===== src/design/motion_cmd_pkg.sv =====
package motion_cmd_pkg;
  // ----------------------------------------
  // Frame layout and instruction codes
  // ----------------------------------------
  localparam int FRAME_BYTES = 9;
  localparam logic [3:0] LAST_BYTE = 4'h8;
  localparam logic [7:0] INSTR_ROTATE_RIGHT = 8'h01;
  localparam logic [7:0] INSTR_ROTATE_LEFT = 8'h02;
  localparam logic [7:0] INSTR_HALT = 8'h03;
  localparam logic [7:0] INSTR_MOVE = 8'h04;
  localparam logic [7:0] INSTR_PARAM_WRITE = 8'h05;
  // Move target kinds
  localparam logic [7:0] FIXED_TARGET_TYPE = 8'h00;
  localparam logic [7:0] OFFSET_TARGET_TYPE = 8'h01;
  localparam logic [7:0] STORED_POINT_TYPE = 8'h02;
  // ----------------------------------------
  // Reply status codes
  // ----------------------------------------
  localparam logic [7:0] STATUS_OK = 8'h64;
  localparam logic [7:0] STATUS_BAD_SUM = 8'h01;
  localparam logic [7:0] STATUS_BAD_CMD = 8'h02;
  localparam logic [7:0] STATUS_BAD_TYPE = 8'h03;
  localparam logic [7:0] STATUS_BAD_VALUE = 8'h04;
  // ----------------------------------------
  // Axis parameters and stored points
  // ----------------------------------------
  localparam int PARAM_COUNT = 16;
  localparam logic [3:0] PARAM_TARGET_POS = 4'h0;
  localparam logic [3:0] PARAM_HALT_SPEED = 4'h0;
  localparam logic [3:0] PARAM_TARGET_VEL = 4'h2;
  localparam logic [3:0] PARAM_POS_SPEED = 4'h4;
  localparam logic [3:0] PARAM_ACCEL = 4'h5;
  localparam logic [31:0] PARAM_RESET = 32'h0000_0000;
  localparam int POINT_COUNT = 21;
  localparam logic [31:0] POINT_MAX = 32'h0000_0014;
  // ----------------------------------------
  // Command sequencer states
  // ----------------------------------------
  typedef enum logic [1:0] {
    ST_IDLE = 2'b00,
    ST_MODE = 2'b01,
    ST_LOAD = 2'b10,
    ST_REPLY = 2'b11
  } exec_state_t;
endpackage : motion_cmd_pkg


===== src/design/cmd_links_if.sv =====
`timescale 1ns/1ps
// Completed frame handed from the byte collector to the sequencer
interface frame_if;
  logic pending;
  logic take;
  logic sum_ok;
  logic [7:0] addr;
  logic [7:0] instr;
  logic [7:0] cmd_type;
  logic [7:0] motor;
  logic [31:0] value;
  modport collector (output pending, sum_ok, addr, instr, cmd_type, motor, value, input take);
  modport sequencer (input pending, sum_ok, addr, instr, cmd_type, motor, value, output take);
endinterface : frame_if

// Write port and read-out of the axis parameter bank
interface param_if;
  logic wr;
  logic [3:0] idx;
  logic [31:0] data;
  logic [31:0] params [motion_cmd_pkg::PARAM_COUNT];
  modport bank (input wr, idx, data, output params);
  modport user (output wr, idx, data, input params);
endinterface : param_if


===== src/design/motion_command_decoder.sv =====
// Contract
// [RL1] Rotate right: velocity mode first, then velocity into target-velocity parameter.
// [RL2] Rotate left: velocity mode first, then velocity loaded, running backward.
// [RL3] Rotate right frame: instruction 1, type 0, motor 0, 32-bit velocity.
// [RL4] Rotate left frame: instruction 2, type 0, motor 0, 32-bit velocity.
// [RL5] Host keeps rotate velocity inside the controller's signed range.
// [RL6] Halt: velocity mode, then target speed parameter zero; code zeroes index 0 (target position) instead.
// [RL7] Halt frame: instruction 3, type, motor and value all zero.
// [RL8] Move replies OK at once after setup; next commands accepted immediately.
// [RL9] Move uses programmed ramp and positioning speed parameters.
// [RL10] Move operand is a full-range signed 32-bit value.
// [RL11] Move instruction 4; type 0 fixed, 1 offset, 2 stored point.
// [RL12] Host keeps actual plus offset inside the signed 32-bit range.
// [RL13] Distance beyond 2^31-1 wraps: run the shorter opposite direction.
// [RL14] Every move writes its new position into target-position parameter.
// [RL15] Stored point number in value field lies from 0 to 20.
// [RL16] Host stores a point before moving to it.
// [RL17] Halt or rotate aborts and replaces a positioning move.
// [RL18] Frame: address, instruction, type, motor, four value bytes MSB first, checksum.
// [RL19] Parameter writes live in volatile storage only.
// [RL20] Parameter write, instruction 5, stores value at parameter named by type.
// [RL21] Checksum is modulo-256 sum of eight preceding bytes, always checked.
`timescale 1ns/1ps
module motion_command_decoder (
  input wire logic clk_sys,
  input wire logic reset_n,
  input wire logic [7:0] module_addr,
  input wire logic [7:0] rx_byte,
  input wire logic rx_valid,
  output logic rx_ready,
  input wire logic [31:0] actual_position,
  input wire logic point_wr,
  input wire logic [4:0] point_idx,
  input wire logic [31:0] point_data,
  output logic reply_valid,
  output logic [7:0] reply_status,
  output logic [31:0] reply_value,
  output logic velocity_mode,
  output logic position_mode,
  output logic run_reverse,
  output logic move_start,
  output logic [31:0] target_velocity,
  output logic [31:0] target_position,
  output logic [31:0] ramp_speed,
  output logic [31:0] ramp_accel
);
  frame_if fr ();
  param_if pb ();

  motion_cmd_pkg::exec_state_t state;
  motion_cmd_pkg::exec_state_t next_state;
  logic [7:0] cmd;
  logic [7:0] cmd_kind;
  logic [31:0] cmd_value;
  logic [7:0] status;
  logic [31:0] point_val [motion_cmd_pkg::POINT_COUNT];
  logic [motion_cmd_pkg::POINT_COUNT-1:0] point_set;

  // True for the commands that force velocity mode
  function automatic logic is_velocity_cmd(input logic [7:0] code);
    is_velocity_cmd = code == motion_cmd_pkg::INSTR_ROTATE_RIGHT ||
                      code == motion_cmd_pkg::INSTR_ROTATE_LEFT ||
                      code == motion_cmd_pkg::INSTR_HALT;
  endfunction : is_velocity_cmd

  // ----------------------------------------
  // Submodules
  // ----------------------------------------
  frame_collector u_collector (
    .clk_sys(clk_sys),
    .reset_n(reset_n),
    .rx_byte(rx_byte),
    .rx_valid(rx_valid),
    .slot_free(rx_ready),
    .fr(fr.collector)
  );

  axis_param_bank u_bank (
    .clk_sys(clk_sys),
    .reset_n(reset_n),
    .pb(pb.bank)
  );

  // ----------------------------------------
  // Frame decode
  // ----------------------------------------
  wire logic addr_match = fr.addr == module_addr;
  wire logic is_rotate = fr.instr == motion_cmd_pkg::INSTR_ROTATE_RIGHT ||
                         fr.instr == motion_cmd_pkg::INSTR_ROTATE_LEFT;
  wire logic is_halt = fr.instr == motion_cmd_pkg::INSTR_HALT;
  wire logic is_move = fr.instr == motion_cmd_pkg::INSTR_MOVE;
  wire logic is_pwrite = fr.instr == motion_cmd_pkg::INSTR_PARAM_WRITE;
  wire logic is_point = fr.cmd_type == motion_cmd_pkg::STORED_POINT_TYPE;
  wire logic known = is_velocity_cmd(fr.instr) | is_move | is_pwrite;
  // [RL3] [RL4] [RL7] rotate and halt take type 0 only
  // [RL11] move types 0..2; parameter index in range
  wire logic type_bad = (is_velocity_cmd(fr.instr) && fr.cmd_type != 8'h00) ||
                        (is_move && fr.cmd_type > motion_cmd_pkg::STORED_POINT_TYPE) ||
                        (is_pwrite && fr.cmd_type >= 8'(motion_cmd_pkg::PARAM_COUNT));
  // [RL15] point number 0..20
  wire logic point_range_bad = fr.value > motion_cmd_pkg::POINT_MAX;
  // [RL16] refuse a point that was never stored
  wire logic point_unset = !point_range_bad && !point_set[fr.value[4:0]];
  // Motor byte is free only for the stored-point move
  wire logic motor_bad = fr.motor != 8'h00 && !(is_move && is_point);
  // [RL7] halt carries an all-zero value
  wire logic value_bad = motor_bad || (is_halt && fr.value != 32'h0000_0000) ||
                         (is_move && is_point && (point_range_bad || point_unset));
  wire logic [7:0] frame_status = !fr.sum_ok ? motion_cmd_pkg::STATUS_BAD_SUM :
                                  !known ? motion_cmd_pkg::STATUS_BAD_CMD :
                                  type_bad ? motion_cmd_pkg::STATUS_BAD_TYPE :
                                  value_bad ? motion_cmd_pkg::STATUS_BAD_VALUE :
                                  motion_cmd_pkg::STATUS_OK;
  wire logic frame_good = frame_status == motion_cmd_pkg::STATUS_OK;

  // Frame is consumed as soon as the sequencer is idle
  assign fr.take = state == motion_cmd_pkg::ST_IDLE && fr.pending;

  // ----------------------------------------
  // Move target arithmetic
  // ----------------------------------------
  // [RL10] operand is plain two's complement
  // [RL12] offset sum wraps silently at 32 bits
  wire logic [31:0] offset_target = actual_position + cmd_value;
  wire logic [31:0] stored_target = point_val[cmd_value[4:0]];
  wire logic [31:0] move_target =
    cmd_kind == motion_cmd_pkg::FIXED_TARGET_TYPE ? cmd_value :
    cmd_kind == motion_cmd_pkg::OFFSET_TARGET_TYPE ? offset_target : stored_target;
  // [RL13] sign of wrapped distance picks the short way
  wire logic [31:0] move_distance = move_target - actual_position;

  // ----------------------------------------
  // Sequencer next state
  // ----------------------------------------
  always_comb begin
    next_state = state;
    case (state)
      motion_cmd_pkg::ST_IDLE: begin
        if (fr.pending && addr_match) begin
          next_state = frame_good ? motion_cmd_pkg::ST_MODE : motion_cmd_pkg::ST_REPLY;
        end
      end
      motion_cmd_pkg::ST_MODE: next_state = motion_cmd_pkg::ST_LOAD;
      motion_cmd_pkg::ST_LOAD: next_state = motion_cmd_pkg::ST_REPLY;
      motion_cmd_pkg::ST_REPLY: next_state = motion_cmd_pkg::ST_IDLE;
      default: next_state = motion_cmd_pkg::ST_IDLE;
    endcase
  end

  // ----------------------------------------
  // Command latch and state register
  // ----------------------------------------
  // Operands held through the reply
  always_ff @(posedge clk_sys or negedge reset_n) begin
    if (!reset_n) begin
      state <= motion_cmd_pkg::ST_IDLE;
      cmd <= 8'h00;
      cmd_kind <= 8'h00;
      cmd_value <= 32'h0000_0000;
      status <= motion_cmd_pkg::STATUS_OK;
    end else begin
      state <= next_state;
      if (fr.take) begin
        cmd <= fr.instr;
        cmd_kind <= fr.cmd_type;
        cmd_value <= fr.value;
        status <= frame_status;
      end else if (state == motion_cmd_pkg::ST_MODE && cmd == motion_cmd_pkg::INSTR_MOVE) begin
        cmd_value <= move_target; // Resolved new position
      end
    end
  end

  // ----------------------------------------
  // Mode selection and direction
  // ----------------------------------------
  // Halt keeps the last direction
  always_ff @(posedge clk_sys or negedge reset_n) begin
    if (!reset_n) begin
      velocity_mode <= 1'b0;
      position_mode <= 1'b0;
      run_reverse <= 1'b0;
    end else if (state == motion_cmd_pkg::ST_MODE) begin
      // [RL1] [RL2] [RL6] [RL17] velocity mode ends any move
      if (is_velocity_cmd(cmd)) begin
        velocity_mode <= 1'b1;
        position_mode <= 1'b0;
        if (cmd != motion_cmd_pkg::INSTR_HALT) begin
          run_reverse <= cmd == motion_cmd_pkg::INSTR_ROTATE_LEFT;
        end
      end else if (cmd == motion_cmd_pkg::INSTR_MOVE) begin
        // [RL13] direction from wrapped distance
        run_reverse <= move_distance[31];
      end
    end else if (state == motion_cmd_pkg::ST_LOAD && cmd == motion_cmd_pkg::INSTR_MOVE) begin
      velocity_mode <= 1'b0;
      position_mode <= 1'b1;
    end
  end

  // ----------------------------------------
  // Parameter write port
  // ----------------------------------------
  // [RL1] [RL2] velocity into target velocity
  // [RL6] halt zeroes index 0 (target position), not target velocity at index 2
  // [RL14] move writes target position
  // [RL20] parameter write uses type as index
  // Halt speed shares index 0 with target position
  assign pb.wr = state == motion_cmd_pkg::ST_LOAD;
  assign pb.idx = cmd == motion_cmd_pkg::INSTR_MOVE ? motion_cmd_pkg::PARAM_TARGET_POS :
                  cmd == motion_cmd_pkg::INSTR_HALT ? motion_cmd_pkg::PARAM_HALT_SPEED :
                  cmd == motion_cmd_pkg::INSTR_PARAM_WRITE ? cmd_kind[3:0] :
                  motion_cmd_pkg::PARAM_TARGET_VEL;
  assign pb.data = cmd == motion_cmd_pkg::INSTR_HALT ? 32'h0000_0000 : cmd_value;

  // ----------------------------------------
  // Move start and reply
  // ----------------------------------------
  // [RL8] reply right after setup, no wait for arrival
  always_ff @(posedge clk_sys or negedge reset_n) begin
    if (!reset_n) begin
      move_start <= 1'b0;
      reply_valid <= 1'b0;
      reply_status <= motion_cmd_pkg::STATUS_OK;
      reply_value <= 32'h0000_0000;
    end else begin
      move_start <= state == motion_cmd_pkg::ST_LOAD && cmd == motion_cmd_pkg::INSTR_MOVE;
      reply_valid <= state == motion_cmd_pkg::ST_REPLY;
      if (state == motion_cmd_pkg::ST_REPLY) begin
        reply_status <= status;
        reply_value <= 32'h0000_0000; // Value field unused here
      end
    end
  end

  // Parameter read-out to the motion controller
  // [RL9] ramp and positioning speed from parameters
  assign target_velocity = pb.params[motion_cmd_pkg::PARAM_TARGET_VEL];
  assign target_position = pb.params[motion_cmd_pkg::PARAM_TARGET_POS];
  assign ramp_speed = pb.params[motion_cmd_pkg::PARAM_POS_SPEED];
  assign ramp_accel = pb.params[motion_cmd_pkg::PARAM_ACCEL];

  // ----------------------------------------
  // Stored points
  // ----------------------------------------
  // Indices above 20 are ignored
  always_ff @(posedge clk_sys or negedge reset_n) begin
    if (!reset_n) begin
      point_set <= '0;
      for (int i = 0; i < motion_cmd_pkg::POINT_COUNT; i++) begin
        point_val[i] <= 32'h0000_0000;
      end
    end else if (point_wr && 32'(point_idx) <= motion_cmd_pkg::POINT_MAX) begin
      point_val[point_idx] <= point_data;
      point_set[point_idx] <= 1'b1;
    end
  end
endmodule : motion_command_decoder


===== src/design/frame_collector.sv =====
`timescale 1ns/1ps
module frame_collector (
  input wire logic clk_sys,
  input wire logic reset_n,
  input wire logic [7:0] rx_byte,
  input wire logic rx_valid,
  output logic slot_free,
  frame_if.collector fr
);
  logic [3:0] byte_cnt;
  logic [7:0] sum;
  wire logic accept = rx_valid & slot_free;
  wire logic last = byte_cnt == motion_cmd_pkg::LAST_BYTE;

  assign fr.pending = ~slot_free;

  // ----------------------------------------
  // Byte collection
  // ----------------------------------------
  // [RL18] fixed field order, value MSB first
  always_ff @(posedge clk_sys or negedge reset_n) begin
    if (!reset_n) begin
      byte_cnt <= 4'h0;
      sum <= 8'h00;
      slot_free <= 1'b1;
      fr.sum_ok <= 1'b0;
      fr.addr <= 8'h00;
      fr.instr <= 8'h00;
      fr.cmd_type <= 8'h00;
      fr.motor <= 8'h00;
      fr.value <= 32'h0000_0000;
    end else if (accept) begin
      byte_cnt <= last ? 4'h0 : byte_cnt + 4'h1;
      sum <= last ? 8'h00 : sum + rx_byte;
      case (byte_cnt)
        4'h0: fr.addr <= rx_byte;
        4'h1: fr.instr <= rx_byte;
        4'h2: fr.cmd_type <= rx_byte;
        4'h3: fr.motor <= rx_byte;
        4'h8: begin
          // [RL21] modulo-256 checksum compare
          fr.sum_ok <= sum == rx_byte;
          slot_free <= 1'b0;
        end
        default: fr.value <= {fr.value[23:0], rx_byte};
      endcase
    end else if (fr.take) begin
      slot_free <= 1'b1;
    end
  end
endmodule : frame_collector


===== src/design/axis_param_bank.sv =====
`timescale 1ns/1ps
module axis_param_bank (
  input wire logic clk_sys,
  input wire logic reset_n,
  param_if.bank pb
);
  // ----------------------------------------
  // Volatile parameter storage
  // ----------------------------------------
  // [RL19] flip-flops only, cleared by reset
  always_ff @(posedge clk_sys or negedge reset_n) begin
    if (!reset_n) begin
      for (int i = 0; i < motion_cmd_pkg::PARAM_COUNT; i++) begin
        pb.params[i] <= motion_cmd_pkg::PARAM_RESET;
      end
    end else if (pb.wr) begin
      // [RL20] write selected parameter
      pb.params[pb.idx] <= pb.data;
    end
  end
endmodule : axis_param_bank


===== config.mk =====
export PLATFORM = sky130hd
export DESIGN_NAME = motion_command_decoder
export DESIGN_NICKNAME = d
export VERILOG_FILES = /design/src/design/motion_cmd_pkg.sv /design/src/design/cmd_links_if.sv /design/src/design/motion_command_decoder.sv /design/src/design/frame_collector.sv /design/src/design/axis_param_bank.sv
export SDC_FILE = /design/constraint.sdc
export NUM_CORES = 2
export LEC_CHECK = 0
export BUFFER_PORTS_ARGS = -buffer_cell sky130_fd_sc_hd__buf_2
export CAP_MARGIN = 20
export CORE_ASPECT_RATIO = 1.1
export CORE_MARGIN = 5
export CORE_UTILIZATION = 56
export DETAILED_ROUTE_END_ITERATION = 12
export PLACE_DENSITY = 0.74
export SETUP_SLACK_MARGIN = 0.3
export SLEW_MARGIN = 5
export SYNTH_ARGS = -nofsm -noshare
export SYNTH_HDL_FRONTEND = slang
export SYNTH_SLANG_ARGS = --single-unit

===== constraint.sdc =====
create_clock -name clk_sys -period 6.1 [get_ports clk_sys]
set_input_delay 0 -clock clk_sys [delete_from_list [all_inputs] [get_ports clk_sys]]
set_output_delay 0 -clock clk_sys [all_outputs]
set_load 0.01 [all_outputs]

==> results.cfg <==
[cells_and_area]
layout-drive-gt1-share_pct = 38.9
area_growth_pct = 12.8
utilization_pct = 63.8
stdcell_count = 4789
num-nets-final = 3816

[setup_path]
crit_type = register to register
cp-endpoint = run_reverse
regToRegStartpoint = cmd_value[0]
worstRegToRegCells = 19
worst-r2r-setup-slack_ns = 0.54
worstPathRequired_ns = 6.62
critPathLaunchType = register
worstPathMaxFanout = 6
crit_path_start = cmd_value[0]
worst-endpoint-arrival_ns = 6.08
r2r-end = run_reverse
endpoint_kind = register

[hold_path]
whs_path_depth = 4
min_path_type = primary input to register

[sta]
maxSlewViolCount = 0
whs_ns = -0.0171
worstMarginPinSlew_ns = 1.11
rsz0062_at_grt = no
finClkSkew_ns = 0.0203
tns_ns = 0
fin_ws_ns = 0.539
hold_viol_final = 1
fmax_mhz = 180
period_needed_ns = 5.56
period_share_pct = 91.2
setup_violations = 0
slew_headroom_pct = 24.8

[yosys]
synth_top_family_by_area = multiplexers
avgSynthCellArea_sq_um = 13.1
syn_inst = 3479
synth_compound_area_share_pct = 6.59
ys_top_cells_by_area = dfrtp_1 (53%), mux2_2 (18%), mux4_2 (9.7%)
ys_warn_count = 0
seq_area_frac_synth_pct = 52.8
synth_top_cell_area_share_pct = 52.6
synthSimpleGateAreaFrac_pct = 6.19
synth_area_sq_mm = 0.0456
synthFlopType = dfrtp_1
yosys.area.top_type = dfrtp_1
ys_async_sr_fraction_pct = 100
synthMuxAreaShare_pct = 28.1
ys_ff_latch = 962
synth.distinct_cells = 86
synth-xor-area-share_pct = 0.654
synthAdderAreaFrac_pct = 2.20
synth_edf_count = 0

[floorplanning]
ios = 263
die-area_sq_mm = 0.0872
rows = 109
die_h_microns = 309
core_area_sq_mm = 0.0806
fp.dieW_microns = 282
initial_core_util_pct = 56.5

[placement]
post-place-cells = 4553
port-buffer-count = 227
dpl.hpwl_mm = 71.4
post-place-ws_ns = 0.546
gp_congestion = 0.938

[global_routing]
antenna_found_initial = 8
grt_first_pass_wirelength_mm = 181
gr-total-overflow = 0
grt_max_degree = 179
grt_pass1_vias = 30500
grtUsageTotal_pct = 26.6

[clocking]
clk_latency_ns = 0.65
h-tree-depth = 3
path_clk_slew_ns = 0.07
cts_inserted_buffers = 96
clock_sinks = 962
clk_path_buf_depth = 3
cts_tree = yes
cts-root-buf = clkbuf_16

[detailed_routing]
wire_per_inst_microns = 24.1
route.detailed.drc = 0
viasPerCell = 6.14
initialDrtViolationCount = 2133
detail-route-antenna-nets = 0
dr.pass1.iters = 6
postRouteWirelength_mm = 115
vias = 29400

[power]
vdd_ir_drop_max_mv = 0.531
powerDensity_mw_per_mm2 = 458
p_leak_nw = 23.7

[run_status]
violations = hold timing
status = complete, but fails checks

[run]
cap_viol_max_count = 0
[cells in the final DEF, fill, tap and decap left out, drive strengths merged, types with 45 or more instances in the layout]
| cell | synthesis | final |
|---|---|---|
| a21oi | 92 | 92 |
| buf | 96 | 292 |
| clkbuf | 204 | 132 |
| dfrtp | 957 | 957 |
| dlygate4sd3 | 0 | 45 |
| ha | 77 | 77 |
| inv | 53 | 57 |
| mux2 | 737 | 737 |
| mux4 | 197 | 197 |
| nand2 | 338 | 338 |
| nor2 | 99 | 99 |
| o21ai | 203 | 203 |
[worst min-delay path by stage]
| stage | startpoint | end | slack (ns) |
|---|---|---|---|
| after detailed placement | reset_n | u_bank.pb.params[434] | 0.04 |
| final | actual_position[31] | run_reverse | -0.02 |
| after global routing | actual_position[31] | run_reverse | 0.03 |
| after CTS | actual_position[31] | run_reverse | 0.0006 |
| after global placement | reset_n | u_bank.pb.params[498] | 0.04 |
| after floorplan | reset_n | cmd[0] | -0.30 |
[repair_timing]
item                                    CTS  global route
endpoints found under the setup margin    0             1
endpoints found under the hold margin   805             0
hold buffers                             46             0
resized for setup                         0             4
buffers inserted                          0             3
[state kept, by name, summed over array words and instances, names as in the netlist, 2 cells and up]
| name | cells |
|---|---|
| point_val | 672 |
| u_bank.pb.params | 128 |
| cmd_value | 32 |
| u_collector.fr.value | 32 |
| point_set | 21 |
| cmd | 8 |
| cmd_kind | 8 |
| u_collector.fr.addr | 8 |
| u_collector.fr.cmd_type | 8 |
| u_collector.fr.instr | 8 |
| u_collector.fr.motor | 8 |
| u_collector.sum | 8 |
| reply_status | 4 |
| status | 4 |
| u_collector.byte_cnt | 4 |
| state | 2 |
[layer usage]
metal	routed length [microns]	part of all wire [%]	track usage (%)	vias up
met1	47900	42	36.2	15400
met3	5720	5.0	2.94	222
met4	4170	3.6	9.00	0
met2	57500	50	45.2	875
met5	0	0	0	-
li1	-	-	-	12900
[logic make-up (layout without fill, tap and decap cells)]
kind of cell | after synthesis | count (layout)
mux | 943 | 943
fa+ha+maj | 79 | 79
simple gates | 626 | 626
other cells | 1 | 43
flops | 962 | 962
buf+inv | 353 | 567
xor+xnor | 34 | 34
compound gates | 481 | 481
[cell usage after synthesis (18+ instances only)]
master	n
dfrtp_1	957
mux2_2	737
nand2_1	338
clkbuf_1	204
mux4_2	197
o21ai_0	193
nor2_1	99
a21oi_1	91
ha_1	77
inv_1	52
buf_4	40
a22oi_1	34
buf_1	34
nor3_1	28
a21o_1	25
xnor2_1	23
nand3_1	22
nand2b_1	21
nor2b_1	20
o211ai_1	18
[stage by stage]
| step | area, sq um | total power, W |
|---|---|---|
| 4_1_cts | 51300 | 0.0236 |
| 6_report | 51400 | 0.0236 |
| 3_3_place_gp | 47500 | 0.0172 |
| 5_1_grt | 51400 | 0.0248 |
| 2_1_floorplan | 45700 | 0.0148 |
| 3_5_place_dp | 47600 | 0.0174 |
[critical path, cell delays in order, from the launching register on]
cell	delay (ns)
dfrtp_4	0.51
ha_1	0.23
fa_1	0.41
a21o_1	0.24
a221oi_4	0.32
o311ai_2	0.18
a31oi_4	0.35
o21ai_1	0.15
or2_1	0.25
xor2_1	0.14
a211oi_1	0.32
nor2_1	0.08
ha_1	0.31
a2111oi_0	0.36
o221ai_1	0.21
a2111oi_1	0.51
nor3_2	0.16
a2111oi_4	0.42
o31a_1	0.21
o31ai_2	0.07
[power breakdown]
group	internal, W	leakage [nW]	total, W	switching (W)
registers	0.00792	12.2	0.00901	0.00109
logic	0.00404	9.84	0.00844	0.00441
clock network	0.00358	1.63	0.00610	0.00253
total	0.0155	23.7	0.0236	0.00802
[area by class of cell]
class | count | area, sq um
fill | 5958 | 29200
sequential | 962 | 24100
multi-input combinational | 2198 | 20200
clock buffer | 132 | 2740
timing repair buffer | 337 | 2290
tap | 1054 | 1320
clock inverter | 45 | 539
inverter | 53 | 200
antenna | 8 | 20.0
(Power assumes the default switching activity.)
